`src/shared/acw_pkg.sv`:
```
// Constants shared by the control word register bank and its helpers.
package acw_pkg;
	// ********************************************************
	// Sizes and register offsets
	// ********************************************************
	localparam int REG_COUNT = 6;
	localparam int WORD_W = 16;
	localparam int DATA_W = 8;
	localparam logic [2:0] OFS_MODE = 3'h0;
	localparam logic [2:0] OFS_CLOCK = 3'h1;
	localparam logic [2:0] OFS_POWER = 3'h2;
	localparam logic [2:0] OFS_GAIN = 3'h3;
	localparam logic [2:0] OFS_ADVANCE = 3'h4;
	localparam logic [2:0] OFS_ANALOG = 3'h5;
	localparam logic [7:0] REG_RESET = 8'h00;
	// ********************************************************
	// Control word fields
	// ********************************************************
	localparam int BIT_CTRL = 15;
	localparam int BIT_READ = 14;
	localparam int DEV_HI = 13;
	localparam int DEV_LO = 11;
	localparam int SEL_HI = 10;
	localparam int SEL_LO = 8;
	// ********************************************************
	// Register fields
	// ********************************************************
	localparam int MODE_DATA = 0;
	localparam int MODE_MIXED = 1;
	localparam int MODE_DLB = 2;
	localparam int MODE_SLB = 3;
	localparam int MODE_DC_LO = 4;
	localparam int MODE_DC_HI = 6;
	localparam int MODE_RESET = 7;
	localparam int RATE_LO = 0;
	localparam int RATE_HI = 1;
	localparam int SCD_LO = 2;
	localparam int SCD_HI = 3;
	localparam int MCD_LO = 4;
	localparam int MCD_HI = 6;
	localparam int CLK_ECHO = 7;
	localparam int PWR_GLOBAL = 0;
	localparam int PWR_ADC = 3;
	localparam int PWR_DAC = 4;
	localparam int PWR_REF = 5;
	localparam int PWR_PIN = 6;
	localparam int GAIN_IN_LO = 0;
	localparam int GAIN_IN_HI = 2;
	localparam int GAIN_MODULATOR_RESET = 3;
	localparam int GAIN_OUT_LO = 4;
	localparam int GAIN_OUT_HI = 6;
	localparam int GAIN_MUTE = 7;
	// ********************************************************
	// Timing counts
	// ********************************************************
	localparam logic [2:0] RESET_INTERNAL_MASTER_CLOCK = 3'h4;
	localparam int MCLK_DIV_MAX = 5;
	localparam logic [11:0] SAMPLE_DIV_MIN = 12'h100;
endpackage

```
`src/shared/acw_ser_if.sv`:
```
// Serial shift register connection between the decoder and the shifter.
`timescale 1ns/1ns
interface acw_ser_if;
	logic load;
	logic [acw_pkg::WORD_W-1:0] load_word;
	logic shift;
	logic in_bit;
	logic [acw_pkg::WORD_W-1:0] word;
	modport ctrl (output load, load_word, shift, in_bit, input word);
	modport shifter (input load, load_word, shift, in_bit, output word);
endinterface

```
`src/rtl/acw_ctrl_bank.sv`:
```
// Control word decoder and six-entry control register bank of the codec front end.
`timescale 1ns/1ns
// ********************************************************
// Summary of operation
// - Input, output converter and reference each powered by own enable or global bit.
// - Global power-up bit 0 powers every section regardless of enables.
// - Clearing global bit leaves sections with own enable set powered.
// - Power bits 3, 4, 5 enable input converter, output converter, reference.
// - Power bit 6 enables the reference output pin driver.
// - Word bit 15 high marks control; low is data or ignored.
// - Write bit low and device address zero writes data field.
// - Read bit high, addressed here: register into data field, word shifted out.
// - Nonzero device address is decremented and the word passed out.
// - Bits 10-8 select the register, bits 7-0 carry its data.
// - Mode bit 0 selects program mode at 0, data mode at 1.
// - Mode bits 1, 2, 3 enable mixed mode, digital and serial loop-back.
// - Mode bits 6-4 hold the cascade device count, bit 4 least.
// - Writing 1 to mode bit 7 starts a software reset.
// - Clock bits 1-0 rate, 3-2 serial divider, 6-4 master divider.
// - Clock bit 7 enables echo of control words.
// - Gain bits 2-0 input gain, bits 6-4 output gain.
// - Gain bit 3 holds the input modulator in reset.
// - Gain bit 7 mutes the analog output.
// - Registers update on the serial clock falling edge.
// - Hardware and software reset clear all registers, taking four master clocks.
// - Serial divider code 00..11 gives master clock over 8, 4, 2, 1.
// - Rate code 00..11 gives master clock over 2048, 1024, 512, 256.
// ********************************************************
module acw_ctrl_bank
(
	// Clock and reset
	input wire logic CLK,
	input wire logic SYS_RST,
	// Serial port, sampled at the serial strobe
	input wire logic SERIAL_IN,
	input wire logic FRAME_IN,
	output logic SERIAL_OUT,
	output logic OUTPUT_FRAME_SYNC,
	output logic SERIAL_STROBE,
	// Converter data and status
	input wire logic [acw_pkg::WORD_W-1:0] ADC_SAMPLE,
	output logic [acw_pkg::WORD_W-1:0] DAC_DATA,
	output logic DAC_LOAD,
	output logic SAMPLE_STROBE,
	output logic RESET_BUSY,
	// Mode and clock fields
	output logic OPERATING_MODE_SELECT,
	output logic MIXED_MODE_ENABLE,
	output logic DIGITAL_LOOPBACK_ENABLE,
	output logic SERIAL_LOOPBACK_ENABLE,
	output logic [2:0] CASCADE_COUNT,
	output logic [1:0] SAMPLE_RATE_CODE,
	output logic [1:0] SERIAL_CLOCK_DIV,
	output logic [2:0] MASTER_CLOCK_DIV,
	output logic CONTROL_ECHO_ENABLE,
	// Power
	output logic INPUT_CONVERTER_POWER,
	output logic OUTPUT_CONVERTER_POWER,
	output logic REFERENCE_POWER,
	output logic REFERENCE_PIN_ENABLE,
	// Gain, mute and analog settings
	output logic [2:0] INPUT_GAIN,
	output logic [2:0] OUTPUT_GAIN,
	output logic MODULATOR_RESET,
	output logic OUTPUT_MUTE,
	output logic [acw_pkg::DATA_W-1:0] OUTPUT_ADVANCE,
	output logic [acw_pkg::DATA_W-1:0] ANALOG_PATH
);
	typedef enum logic [1:0] {ST_IDLE, ST_RECV, ST_SEND} acw_state_type;

	acw_ser_if ser ();
	acw_state_type state_reg, state_next;
	logic internal_master_clock_en, sclk_fall, sample_en;
	logic [7:0] bank [acw_pkg::REG_COUNT];
	logic [47:0] bank_flat;
	logic [7:0] mode_r, clk_r, pwr_r, gain_r;
	logic [3:0] bit_cnt_reg;
	logic [2:0] rst_cnt_reg;
	logic [2:0] frame_cnt_reg;
	logic [3:0] pwr_reg;
	logic resp_pend_reg, adc_pend_reg, ofs_reg, dac_load_reg;
	logic [15:0] resp_word_reg, adc_word_reg, slb_word_reg, dac_reg;
	logic busy, clear_bank, bit_last, word_end, out_start;
	logic [15:0] rx_full, resp_word, adc_word, dac_next;
	logic is_ctrl, ctrl_ok, is_data, dev_zero, reg_valid;
	logic reg_write, soft_rst, read_hit, pass_on, echo, resp_need;
	logic frame_last, dac_hit, dlb_sample;
	logic [2:0] reg_sel, dev_dec, dc_eff;
	logic [7:0] read_data;

	// ********************************************************
	// Clock dividers and the shared serial register
	// ********************************************************
	acw_clk_div u_div
	(
		.clk(CLK),
		.rst(SYS_RST),
		.mclk_code(clk_r[acw_pkg::MCD_HI:acw_pkg::MCD_LO]),
		.sclk_code(clk_r[acw_pkg::SCD_HI:acw_pkg::SCD_LO]),
		.rate_code(clk_r[acw_pkg::RATE_HI:acw_pkg::RATE_LO]),
		.internal_master_clock_en(internal_master_clock_en),
		.sclk_fall(sclk_fall),
		.sample_en(sample_en)
	);

	acw_shift u_shift
	(
		.clk(CLK),
		.rst(SYS_RST),
		.ser(ser.shifter)
	);

	// ********************************************************
	// Control word decode
	// ********************************************************
	assign busy = (rst_cnt_reg != 3'h0);
	assign bit_last = (bit_cnt_reg == 4'hf);
	assign rx_full = {ser.word[14:0], SERIAL_IN};
	assign word_end = (state_reg == ST_RECV) && sclk_fall && bit_last && !busy;
	assign is_ctrl = rx_full[acw_pkg::BIT_CTRL];
	// Control words count only in program or mixed mode; pure data mode takes all words as data.
	assign ctrl_ok = is_ctrl && (!mode_r[acw_pkg::MODE_DATA] || mode_r[acw_pkg::MODE_MIXED]);
	assign is_data = mode_r[acw_pkg::MODE_DATA] && (!mode_r[acw_pkg::MODE_MIXED] || !is_ctrl);
	assign dev_zero = (rx_full[acw_pkg::DEV_HI:acw_pkg::DEV_LO] == 3'h0);
	assign dev_dec = rx_full[acw_pkg::DEV_HI:acw_pkg::DEV_LO] - 3'h1;
	assign reg_sel = rx_full[acw_pkg::SEL_HI:acw_pkg::SEL_LO];
	assign reg_valid = (reg_sel < 3'(acw_pkg::REG_COUNT));
	assign reg_write = word_end && ctrl_ok && dev_zero && !rx_full[acw_pkg::BIT_READ] && reg_valid;
	assign soft_rst = reg_write && (reg_sel == acw_pkg::OFS_MODE) && rx_full[acw_pkg::MODE_RESET];
	assign read_hit = word_end && ctrl_ok && dev_zero && rx_full[acw_pkg::BIT_READ];
	assign pass_on = word_end && ctrl_ok && !dev_zero;
	assign echo = reg_write && clk_r[acw_pkg::CLK_ECHO];
	assign resp_need = pass_on || read_hit || echo;
	assign read_data = reg_valid ? bank[reg_sel] : acw_pkg::REG_RESET;
	assign resp_word = pass_on ? {rx_full[15:14], dev_dec, rx_full[10:0]} :
		read_hit ? {rx_full[15:8], read_data} : rx_full;
	assign clear_bank = SYS_RST || soft_rst || busy;

	// ********************************************************
	// Register bank
	// ********************************************************
	for (genvar i = 0; i < acw_pkg::REG_COUNT; i++)
	begin : g_reg
		logic [7:0] val_reg;
		always_ff @(posedge CLK)
		begin
			if (clear_bank)
				val_reg <= acw_pkg::REG_RESET;
			else if (reg_write && (reg_sel == 3'(i)))
				val_reg <= rx_full[7:0];
		end
		assign bank[i] = val_reg;
	end

	assign bank_flat = {bank[5], bank[4], bank[3], bank[2], bank[1], bank[0]};
	assign mode_r = bank[acw_pkg::OFS_MODE];
	assign clk_r = bank[acw_pkg::OFS_CLOCK];
	assign pwr_r = bank[acw_pkg::OFS_POWER];
	assign gain_r = bank[acw_pkg::OFS_GAIN];

	// Both resets hold the bank clear for four master clock periods.
	always_ff @(posedge CLK)
	begin
		if (SYS_RST || soft_rst)
			rst_cnt_reg <= acw_pkg::RESET_INTERNAL_MASTER_CLOCK;
		else if (internal_master_clock_en && busy)
			rst_cnt_reg <= rst_cnt_reg - 3'h1;
	end

	// ********************************************************
	// Serial word sequencing
	// ********************************************************
	assign out_start = (state_reg == ST_IDLE) && sclk_fall && !FRAME_IN && !busy && (resp_pend_reg || adc_pend_reg);
	assign ser.load = out_start;
	assign ser.load_word = resp_pend_reg ? resp_word_reg : adc_word_reg;
	assign ser.shift = sclk_fall && (state_reg != ST_IDLE) && !busy;
	assign ser.in_bit = (state_reg == ST_RECV) ? SERIAL_IN : 1'b0;

	always_comb
	begin
		state_next = state_reg;
		if (busy)
			state_next = ST_IDLE;
		else if (sclk_fall)
		begin
			case (state_reg)
				ST_IDLE:
					if (FRAME_IN)
						state_next = ST_RECV;
					else if (out_start)
						state_next = ST_SEND;
				ST_RECV, ST_SEND:
					if (bit_last)
						state_next = ST_IDLE;
				default:
					state_next = ST_IDLE;
			endcase
		end
	end

	always_ff @(posedge CLK)
	begin
		if (SYS_RST)
		begin
			state_reg <= ST_IDLE;
			bit_cnt_reg <= 4'h0;
		end
		else
		begin
			state_reg <= state_next;
			if (state_next != state_reg)
				bit_cnt_reg <= 4'h0;
			else if (ser.shift)
				bit_cnt_reg <= bit_cnt_reg + 4'h1;
		end
	end

	// A pending answer is set in the same cycle it could be cleared, so the set wins.
	always_ff @(posedge CLK)
	begin
		if (SYS_RST)
		begin
			resp_pend_reg <= 1'b0;
			adc_pend_reg <= 1'b0;
			ofs_reg <= 1'b0;
		end
		else
		begin
			resp_pend_reg <= resp_need || (resp_pend_reg && !out_start);
			adc_pend_reg <= sample_en || (adc_pend_reg && !(out_start && !resp_pend_reg));
			ofs_reg <= out_start || (ofs_reg && !sclk_fall);
		end
	end

	// Mixed mode marks outgoing samples as data by shifting them down one bit so the top bit is clear.
	assign adc_word = mode_r[acw_pkg::MODE_SLB] ? slb_word_reg :
		mode_r[acw_pkg::MODE_MIXED] ? {1'b0, ADC_SAMPLE[15:1]} : ADC_SAMPLE;

	always_ff @(posedge CLK)
	begin
		if (resp_need)
			resp_word_reg <= resp_word;
		if (word_end)
			slb_word_reg <= rx_full;
		if (sample_en)
			adc_word_reg <= adc_word;
	end

	// ********************************************************
	// Converter data path
	// ********************************************************
	assign dc_eff = (mode_r[acw_pkg::MODE_DC_HI:acw_pkg::MODE_DC_LO] == 3'h0) ? 3'h1 :
		mode_r[acw_pkg::MODE_DC_HI:acw_pkg::MODE_DC_LO];
	assign frame_last = (frame_cnt_reg == (dc_eff - 3'h1));
	assign dac_hit = word_end && is_data && frame_last;
	assign dlb_sample = sample_en && mode_r[acw_pkg::MODE_DLB];
	assign dac_next = dlb_sample ? ADC_SAMPLE :
		mode_r[acw_pkg::MODE_MIXED] ? {rx_full[14:0], 1'b0} : rx_full;

	always_ff @(posedge CLK)
	begin
		if (SYS_RST)
		begin
			frame_cnt_reg <= 3'h0;
			dac_reg <= 16'h0000;
			dac_load_reg <= 1'b0;
		end
		else
		begin
			if (word_end && is_data)
				frame_cnt_reg <= frame_last ? 3'h0 : frame_cnt_reg + 3'h1;
			if (dlb_sample || dac_hit)
				dac_reg <= dac_next;
			dac_load_reg <= dlb_sample || dac_hit;
		end
	end

	// Section power is registered so that the analog enables never glitch.
	always_ff @(posedge CLK)
	begin
		if (SYS_RST)
			pwr_reg <= 4'h0;
		else
			pwr_reg <= {pwr_r[acw_pkg::PWR_PIN],
				pwr_r[acw_pkg::PWR_GLOBAL] | pwr_r[acw_pkg::PWR_REF],
				pwr_r[acw_pkg::PWR_GLOBAL] | pwr_r[acw_pkg::PWR_DAC],
				pwr_r[acw_pkg::PWR_GLOBAL] | pwr_r[acw_pkg::PWR_ADC]};
	end

	// ********************************************************
	// Outputs
	// ********************************************************
	assign SERIAL_OUT = ser.word[acw_pkg::WORD_W-1];
	assign OUTPUT_FRAME_SYNC = ofs_reg;
	assign SERIAL_STROBE = sclk_fall;
	assign SAMPLE_STROBE = sample_en;
	assign RESET_BUSY = busy;
	assign DAC_DATA = dac_reg;
	assign DAC_LOAD = dac_load_reg;
	assign OPERATING_MODE_SELECT = mode_r[acw_pkg::MODE_DATA];
	assign MIXED_MODE_ENABLE = mode_r[acw_pkg::MODE_MIXED];
	assign DIGITAL_LOOPBACK_ENABLE = mode_r[acw_pkg::MODE_DLB];
	assign SERIAL_LOOPBACK_ENABLE = mode_r[acw_pkg::MODE_SLB];
	assign CASCADE_COUNT = mode_r[acw_pkg::MODE_DC_HI:acw_pkg::MODE_DC_LO];
	assign SAMPLE_RATE_CODE = clk_r[acw_pkg::RATE_HI:acw_pkg::RATE_LO];
	assign SERIAL_CLOCK_DIV = clk_r[acw_pkg::SCD_HI:acw_pkg::SCD_LO];
	assign MASTER_CLOCK_DIV = clk_r[acw_pkg::MCD_HI:acw_pkg::MCD_LO];
	assign CONTROL_ECHO_ENABLE = clk_r[acw_pkg::CLK_ECHO];
	assign INPUT_CONVERTER_POWER = pwr_reg[0];
	assign OUTPUT_CONVERTER_POWER = pwr_reg[1];
	assign REFERENCE_POWER = pwr_reg[2];
	assign REFERENCE_PIN_ENABLE = pwr_reg[3];
	assign INPUT_GAIN = gain_r[acw_pkg::GAIN_IN_HI:acw_pkg::GAIN_IN_LO];
	assign OUTPUT_GAIN = gain_r[acw_pkg::GAIN_OUT_HI:acw_pkg::GAIN_OUT_LO];
	assign MODULATOR_RESET = gain_r[acw_pkg::GAIN_MODULATOR_RESET];
	assign OUTPUT_MUTE = gain_r[acw_pkg::GAIN_MUTE];
	assign OUTPUT_ADVANCE = bank[acw_pkg::OFS_ADVANCE];
	assign ANALOG_PATH = bank[acw_pkg::OFS_ANALOG];
endmodule

```
`src/rtl/acw_clk_div.sv`:
```
// Master, serial and sample rate dividers producing one-cycle enables.
`timescale 1ns/1ns
module acw_clk_div
#(
	parameter int MCLK_DIV_MAX = acw_pkg::MCLK_DIV_MAX
)
(
	// Clock and reset
	input wire logic clk,
	input wire logic rst,
	// Divider codes
	input wire logic [2:0] mclk_code,
	input wire logic [1:0] sclk_code,
	input wire logic [1:0] rate_code,
	// Enables
	output logic internal_master_clock_en,
	output logic sclk_fall,
	output logic sample_en
);
	logic [2:0] mclk_cnt_reg;
	logic [2:0] sclk_cnt_reg;
	logic [10:0] rate_cnt_reg;
	logic [2:0] mclk_last;
	logic [2:0] sclk_last;
	logic [10:0] rate_last;

	// Unused master codes fall back to no division.
	assign mclk_last = (mclk_code < 3'(MCLK_DIV_MAX)) ? mclk_code : 3'h0;
	assign sclk_last = 3'((4'h1 << ~sclk_code) - 4'h1);
	assign rate_last = 11'((acw_pkg::SAMPLE_DIV_MIN << ~rate_code) - 12'h001);
	assign internal_master_clock_en = (mclk_cnt_reg >= mclk_last);
	assign sclk_fall = internal_master_clock_en && (sclk_cnt_reg >= sclk_last);
	assign sample_en = internal_master_clock_en && (rate_cnt_reg >= rate_last);

	// A counter past its new limit after a code change wraps at once.
	always_ff @(posedge clk)
	begin
		if (rst)
		begin
			mclk_cnt_reg <= 3'h0;
			sclk_cnt_reg <= 3'h0;
			rate_cnt_reg <= 11'h000;
		end
		else
		begin
			mclk_cnt_reg <= internal_master_clock_en ? 3'h0 : mclk_cnt_reg + 3'h1;
			if (internal_master_clock_en)
			begin
				sclk_cnt_reg <= sclk_fall ? 3'h0 : sclk_cnt_reg + 3'h1;
				rate_cnt_reg <= sample_en ? 11'h000 : rate_cnt_reg + 11'h001;
			end
		end
	end
endmodule

```
`src/rtl/acw_shift.sv`:
```
// Shared 16-bit serial register used for both input and output words.
`timescale 1ns/1ns
module acw_shift
(
	// Clock and reset
	input wire logic clk,
	input wire logic rst,
	// Shifter side of the serial connection
	acw_ser_if.shifter ser
);
	logic [acw_pkg::WORD_W-1:0] word_reg;
	logic [acw_pkg::WORD_W-1:0] word_next;

	assign word_next = ser.load ? ser.load_word :
		ser.shift ? {word_reg[acw_pkg::WORD_W-2:0], ser.in_bit} : word_reg;
	assign ser.word = word_reg;

	always_ff @(posedge clk)
	begin
		if (rst)
			word_reg <= 16'h0000;
		else
			word_reg <= word_next;
	end
endmodule

```
`config.mk`:
```
export PLATFORM = sky130hd
export DESIGN_NAME = acw_ctrl_bank
export DESIGN_NICKNAME = d
export VERILOG_FILES = /design/src/shared/acw_pkg.sv /design/src/shared/acw_ser_if.sv /design/src/rtl/acw_ctrl_bank.sv /design/src/rtl/acw_clk_div.sv /design/src/rtl/acw_shift.sv
export SDC_FILE = /design/constraint.sdc
export NUM_CORES = 1
export LEC_CHECK = 0
export BUFFER_PORTS_ARGS = -buffer_cell sky130_fd_sc_hd__buf_2
export CORE_UTILIZATION = 58
export CTS_BUF_LIST = sky130_fd_sc_hd__clkbuf_8
export CTS_CLUSTER_DIAMETER = 40
export CTS_CLUSTER_SIZE = 28
export DETAILED_ROUTE_END_ITERATION = 10
export GPL_TIMING_DRIVEN = 0
export PLACE_DENSITY = 0.82
export SETUP_SLACK_MARGIN = 0.3
export SYNTH_ARGS = -nofsm -noshare
export SYNTH_HDL_FRONTEND = slang
export SYNTH_SLANG_ARGS = --single-unit
```
`constraint.sdc`:
```
create_clock -name CLK -period 4.4 [get_ports CLK]
set_input_delay 0.88 -clock CLK [delete_from_list [all_inputs] [get_ports CLK]]
set_output_delay 0.88 -clock CLK [all_outputs]
set_load 0.01 [all_outputs]
```
==> metrics.cfg, run 1 <==
[outcome]
status=finished clean

[yosys]
synth-edff-count=48
syn_area_per_cell_um2=9.92
ys_warn_count=0
synthesis.nets=833
synth_cell_types=58
synth-seq-cells=165
ys_async_sr_fraction_pct=0
syn_area_um2=7850
syn_inst=791
ys.flop_type=dfxtp_1
yosysSeqAreaShare_pct=48.2

[setup_path]
slowest_delay_ns=0.64
crit_chain=nor2_1 > nand2_1 > ha_1 > nand2_1 > o21a_1 > buf_2 > a211oi_4 > buf_8 > buf_2
critical_path.top_delay_family=compound AO/OA/AOI/OAI gates
required_ns=3.52
cp.buffers_inverters=3
crit_path_max_fanout=12
crit_type=reg2out
worst_path_max_delay_cell=a211oi_4
arrival_ns=2.76
startpoint_type=flip-flop
crit_path_end_kind=output port

[grt]
grt_max_degree=17
grt_use_total_pct=29.4
overflow=0
grt_pass1_vias=5918
antenna_found_initial=0
grt_pass1_wl_um=31500

[timing]
setup_viol=0
fin_crit_ns=3.64
fmaxAchievable_mhz=275
period_share_pct=82.7
slew_headroom_pct=38.7
tightest_slew_ns=0.908
final_max_slew_viol_count=0
hold_violations=0
finClkSkew_ns=0.0125
fin_tns_setup_ns=0
rsz0062_at_grt=no

[cts]
cts_tree=built
root_buffer=clkbuf_8
clockBufferDepth=2
postCtsSetupBuffers=0
clk_pin_slew_ns=0.08
hold_buffers=0
ctsHtreeMaxLevel=4
clk_latency_ns=0.46
numCtsBuffers=17
cts_resized=0
clock_sinks=165

[placement]
place_hpwl_um=14300
place_congestion=0.903
dpl_cell_area_um2=8530
io_buffers=84
dpl.cell_count=1053

[floorplanning]
core_area_um2=13200
io_pins=85
rows=42
initial_utilization_pct=59.2
die_x_um=118
die_area_um2=14000
die_y_um=118

[cells_and_area]
final_area_um2=8920
layout.nets=938
n_fill_cell=1045
instances_no_fill=1085
syn2layout_area_growth_pct=13.7
fin_util_pct=67.4
layout-drive-gt1-share_pct=17.2
antenna-diode-count=0
largest_reg_flops=24

[detailed_routing]
routed_wl_um=19900
ant_nets=0
via_count=6385
dr.pass1.iters=8
drtIter0Drc=604
viasPerCell=5.88
route.detailed.drc=0
wire_per_inst_um=18.3

[hold_path]
hold_class=reg2reg

[pwr]
pwr-share-clk_pct=38.9
switching_share_pct=23.6
peakVddDrop_v=0.000213
power_frac_seq_pct=55.3
totalPowerFinal_mw=2.86
internal_power_mw=2.19
power_switching_mw=0.676
powerDensity_nw_per_um2=321
combPwrFrac_pct=5.8
leakage_nw=3.46

[job]
cap_violations=0

## placed cells by master (no fill, tap or decap), types with 5 or more instances in the layout
cell / Yosys / final
dfxtp_1: 117 / 117
nor2_1: 116 / 116
mux2i_1: 95 / 95
buf_2: 4 / 88
nand2_1: 65 / 65
edfxtp_1: 48 / 48
o21ai_0: 40 / 40
a21oi_1: 39 / 39
clkbuf_1: 35 / 35
inv_1: 25 / 27
ha_1: 22 / 22
clkbuf_8: 0 / 17
a22oi_1: 16 / 16
o2bb2ai_1: 15 / 15
o22ai_1: 15 / 15
nor2b_1: 10 / 10
xnor2_1: 10 / 10
xor2_1: 10 / 10
nand3_1: 9 / 9
nor3_1: 9 / 8
buf_4: 8 / 8
mux4_2: 8 / 8
buf_1: 6 / 6
nand2b_1: 5 / 5
and3_1: 5 / 5
buf_6: 4 / 5
## power by group through the flow
stage          Combinational (mW)  Sequential [mW]  Clock (mW)
2_1_floorplan               0.115             1.62           0
3_3_place_gp                0.161             1.62           0
3_5_place_dp                0.165             1.62           0
4_1_cts                     0.165             1.58        1.12
5_1_grt                     0.188             1.59        1.19
6_report                    0.166             1.58        1.11
## kinds of logic (layout without fill, tap and decap cells)
group | Yosys count | after routing | share of synthesized area [%]
AOI/OAI and AO/OA | 146 | 146 | 11.7
xor gates and xnor gates | 20 | 20 | 2.23
adders and majority gates | 22 | 22 | 3.51
buffers and inverters | 84 | 202 | 4.85
DFF | 165 | 165 | 48.2
muxes | 104 | 104 | 14.6
and+or+nand+nor | 250 | 250 | 14.9
## synthesized netlist by cell type (all sizes together) (4+ instances only)
cell type | n | area (µm²)
edfxtp | 48 | 1440
nand2 | 65 | 244
ha | 22 | 275
inv | 26 | 97.6
xnor2 | 10 | 87.6
xor2 | 10 | 87.6
nand4 | 9 | 96.3
nand3 | 10 | 55.1
a21oi | 39 | 195
o21ai | 42 | 221
o2bb2ai | 15 | 131
a22oi | 16 | 120
nor4 | 4 | 40.0
nor2b | 10 | 62.6
nor2 | 116 | 435
mux2i | 95 | 951
mux4 | 8 | 180
o22ai | 15 | 93.8
dfxtp | 117 | 2340
o21a | 4 | 30.0
nor3 | 9 | 45.0
and3 | 5 | 31.3
buf | 22 | 148
nand2b | 5 | 31.3
clkbuf | 35 | 131
## worst paths after layout
check                 startpoint         endpoint  slack, ns  cells after the start
max                     clk_r[4]    SAMPLE_STROBE       0.76                      9
min reg2reg  u_shift.ser.word[0]  slb_word_reg[1]       0.43                      0
max reg2reg             clk_r[4]     DAC_DATA[13]       1.01                     12
min          u_shift.ser.word[0]  slb_word_reg[1]       0.43                      0
## cell type report
class                      count  area, µm²  share of cell area (%)
timing repair buffer          86        447                    5.01
clock inverter                15        160                    1.79
multi-input combinational    542       3700                    41.4
clock buffer                  17        234                    2.62
sequential                   165       3780                    42.4
inverter                      27        101                    1.14
buffer                        57        279                    3.13
tap                          176        220                    2.47
## through the flow
stage,setup slack [ns],hold WS (ns)
floorplan,0.517,0.406
global placement,-1.16,0.410
detailed placement,1.05,0.414
CTS,0.739,0.435
global route,0.619,0.447
finish,0.763,0.433
## routing by layer
| metal | part of all wire [%] | GRT usage (%) | routed length (µm) |
|---|---|---|---|
| met2 | 46 | 45.5 | 9120 |
| met5 | 0 | 0 | 0 |
| met3 | 9.5 | 7.14 | 1880 |
| met4 | 2.0 | 11.8 | 404 |
| met1 | 43 | 39.6 | 8450 |
Note: power is estimated with default switching activity, not from simulation.
==> run 2: changes to the inputs <==
--- a/config.mk
+++ b/config.mk
@@ -6,13 +6,13 @@
 export NUM_CORES = 1
 export LEC_CHECK = 0
 export BUFFER_PORTS_ARGS = -buffer_cell sky130_fd_sc_hd__buf_2
-export CORE_UTILIZATION = 58
+export CORE_UTILIZATION = 55
 export CTS_BUF_LIST = sky130_fd_sc_hd__clkbuf_8
 export CTS_CLUSTER_DIAMETER = 40
 export CTS_CLUSTER_SIZE = 28
 export DETAILED_ROUTE_END_ITERATION = 10
 export GPL_TIMING_DRIVEN = 0
-export PLACE_DENSITY = 0.82
+export PLACE_DENSITY = 0.81
 export SETUP_SLACK_MARGIN = 0.3
 export SYNTH_ARGS = -nofsm -noshare
 export SYNTH_HDL_FRONTEND = slang
==> constraint.sdc (replaced) <==
create_clock -name CLK -period 3.1 [get_ports CLK]
set_input_delay 0.62 -clock CLK [delete_from_list [all_inputs] [get_ports CLK]]
set_output_delay 0.62 -clock CLK [all_outputs]
set_load 0.01 [all_outputs]
==> run 2 against run 1 <==
Against the previous run: clock skew up 0.0039 ns; register-to-register slack worse by 0.66 ns; via count up 2.2%; global-route usage up 0.064 points.
==> metrics.cfg, run 2 (synthesized netlist as in run 1, its figures left out) <==
[outcome]
status=finished clean

[detailed_routing]
ant_nets=0  ; unchanged
dr.pass1.iters=5  ; -3
viasPerCell=5.93  ; +0.69%
via_count=6524  ; +2.2%
routed_wl_um=21000  ; +5.6%
wire_per_inst_um=19.0  ; +4.1%
route.detailed.drc=0  ; unchanged
drtIter0Drc=596  ; -1.3%

[cells_and_area]
final_cell_mix=nor2_1, dfxtp_1, mux2i_1
final_area_um2=9260  ; +3.8%
fin_util_pct=66.7  ; -0.65 points
syn2layout_area_growth_pct=18.1
final_common_cell=nor2_1
largest_reg_flops=24  ; unchanged
layout-drive-gt1-share_pct=21.3  ; +4.1 points
layout.nets=950  ; +1.3%
antenna-diode-count=0  ; unchanged

[timing]
final_max_slew_viol_count=0  ; unchanged
finClkSkew_ns=0.0164  ; +0.00394 ns
fin_ws_ns=0.329  ; -0.434 ns
fin_tns_setup_ns=0  ; unchanged
fin_crit_ns=2.77
fmaxAchievable_mhz=361
slew_headroom_pct=21.8  ; -17 points
period_share_pct=89.4
hold_violations=0  ; unchanged
setup_viol=0  ; unchanged
rsz0062_at_grt=no
tightest_slew_ns=1.17  ; +0.264 ns

[floorplanning]
initial_utilization_pct=56.5  ; -2.7 points
io_pins=85  ; unchanged
die_x_um=121  ; +2.6%
core_area_um2=13900  ; +4.8%
rows=43  ; +2.4%
die_y_um=121  ; +2.6%
die_area_um2=14700  ; +5.4%

[job]
cap_violations=0  ; unchanged

[grt]
antenna_found_initial=0  ; unchanged
grt_max_degree=17  ; unchanged
grt_use_total_pct=29.5  ; +0.064 points
grt_pass1_vias=6054  ; +2.3%
grt_pass1_wl_um=32600  ; +3.3%
overflow=0  ; unchanged

[cts]
clockBufferDepth=2  ; unchanged
clock_sinks=165  ; unchanged
numCtsBuffers=17  ; unchanged
ctsHtreeMaxLevel=4  ; unchanged
cts_tree=built
hold_buffers=0  ; unchanged
clk_pin_slew_ns=0.09  ; about the same
clk_latency_ns=0.48  ; +0.02 ns
root_buffer=clkbuf_8

[setup_path]
arrival_ns=2.15  ; -0.61 ns
cp_common_cell=buf_6
crit_type=reg2out
startpoint_type=flip-flop
crit_chain=nor2_4 > nand2_2 > ha_4 > nand2_2 > o21a_1 > buf_6 > a211oi_4 > buf_6 > buf_6
slowest_delay_ns=0.38  ; -0.26 ns
crit_path_max_fanout=5  ; -7
crit_path_end_kind=output port
worst_path_max_delay_cell=dfxtp_4
required_ns=2.48  ; -1.04 ns

[pwr]
leakage_nw=3.60  ; +4.1%
peakVddDrop_v=0.000289  ; +36%
internal_power_mw=3.27  ; +50%
power_switching_mw=0.992  ; +47%
switching_share_pct=23.3  ; -0.34 points
combPwrFrac_pct=5.9  ; about the same
power_frac_seq_pct=52.7  ; -2.6 points
totalPowerFinal_mw=4.26  ; +49%
pwr-share-clk_pct=41.4  ; +2.5 points
powerDensity_nw_per_um2=460  ; +43%

[hold_path]
hold_class=in2reg

[placement]
place_congestion=0.910  ; +0.76%
io_buffers=84  ; unchanged
dpl_cell_area_um2=8510  ; -0.25%
place_ws_ns=-0.567  ; -1.61 ns
place_hpwl_um=14400  ; +0.55%

run 2: per-stage QoR:
stage	instances	hold slack, ns
2_1_floorplan	791	0.406
3_5_place_dp	1055	0.413
3_3_place_gp	1055	0.409
6_report	1101	0.347
5_1_grt	1101	0.336
4_1_cts	1095	0.340
run 2: cell type report:
class	count	area, µm²
Clock buffer	17	234
Fill cell	1083	4620
Buffer	57	298
Tap cell	180	225
Inverter	27	101
Multi-Input combinational cell	543	3860
Clock inverter	15	213
Sequential cell	165	3790
Timing Repair Buffer	97	544
run 2: power groups by stage:
stage	Clock [mW]	Sequential [mW]	Combinational [mW]
2_1_floorplan	0	2.29	0.164
6_report	1.76	2.25	0.251
3_3_place_gp	0	2.30	0.230
3_5_place_dp	0	2.30	0.239
5_1_grt	1.85	2.25	0.275
4_1_cts	1.76	2.25	0.245
run 2: final timing paths:
| check | from | end | slack (ns) | cells past startpoint |
|---|---|---|---|---|
| max | clk_r[4] | SAMPLE_STROBE | 0.33 | 9 |
| min | SERIAL_IN | slb_word_reg[0] | 0.35 | 1 |
| max reg2reg | clk_r[4] | adc_word_reg[13] | 0.35 | 8 |
| min reg2reg | u_shift.ser.word[5] | slb_word_reg[6] | 0.42 | 0 |
run 2: metal layers:
layer	routed length [µm]	track usage [%]	vias up
met4	605	12.7	0
li1	-	-	3034
met2	9580	45.0	340
met1	8920	40.1	3101
met5	0	0	-
met3	1870	6.44	49
run 2: repair_timing:
action | CTS | global route
cloned | 1 | 0
setup endpoints to repair | 117 | 93
resized for setup | 24 | 27
pin swaps | 3 | 4
setup buffers | 7 | 6
run 2: critical path, delay by kind of cell (launching register included):
kind | cells | cell delay (ns)
AOI/OAI and AO/OA | 2 | 0.40
DFF | 1 | 0.38
buffers and inverters | 3 | 0.37
adders and majority gates | 1 | 0.28
and+or+nand+nor | 3 | 0.25
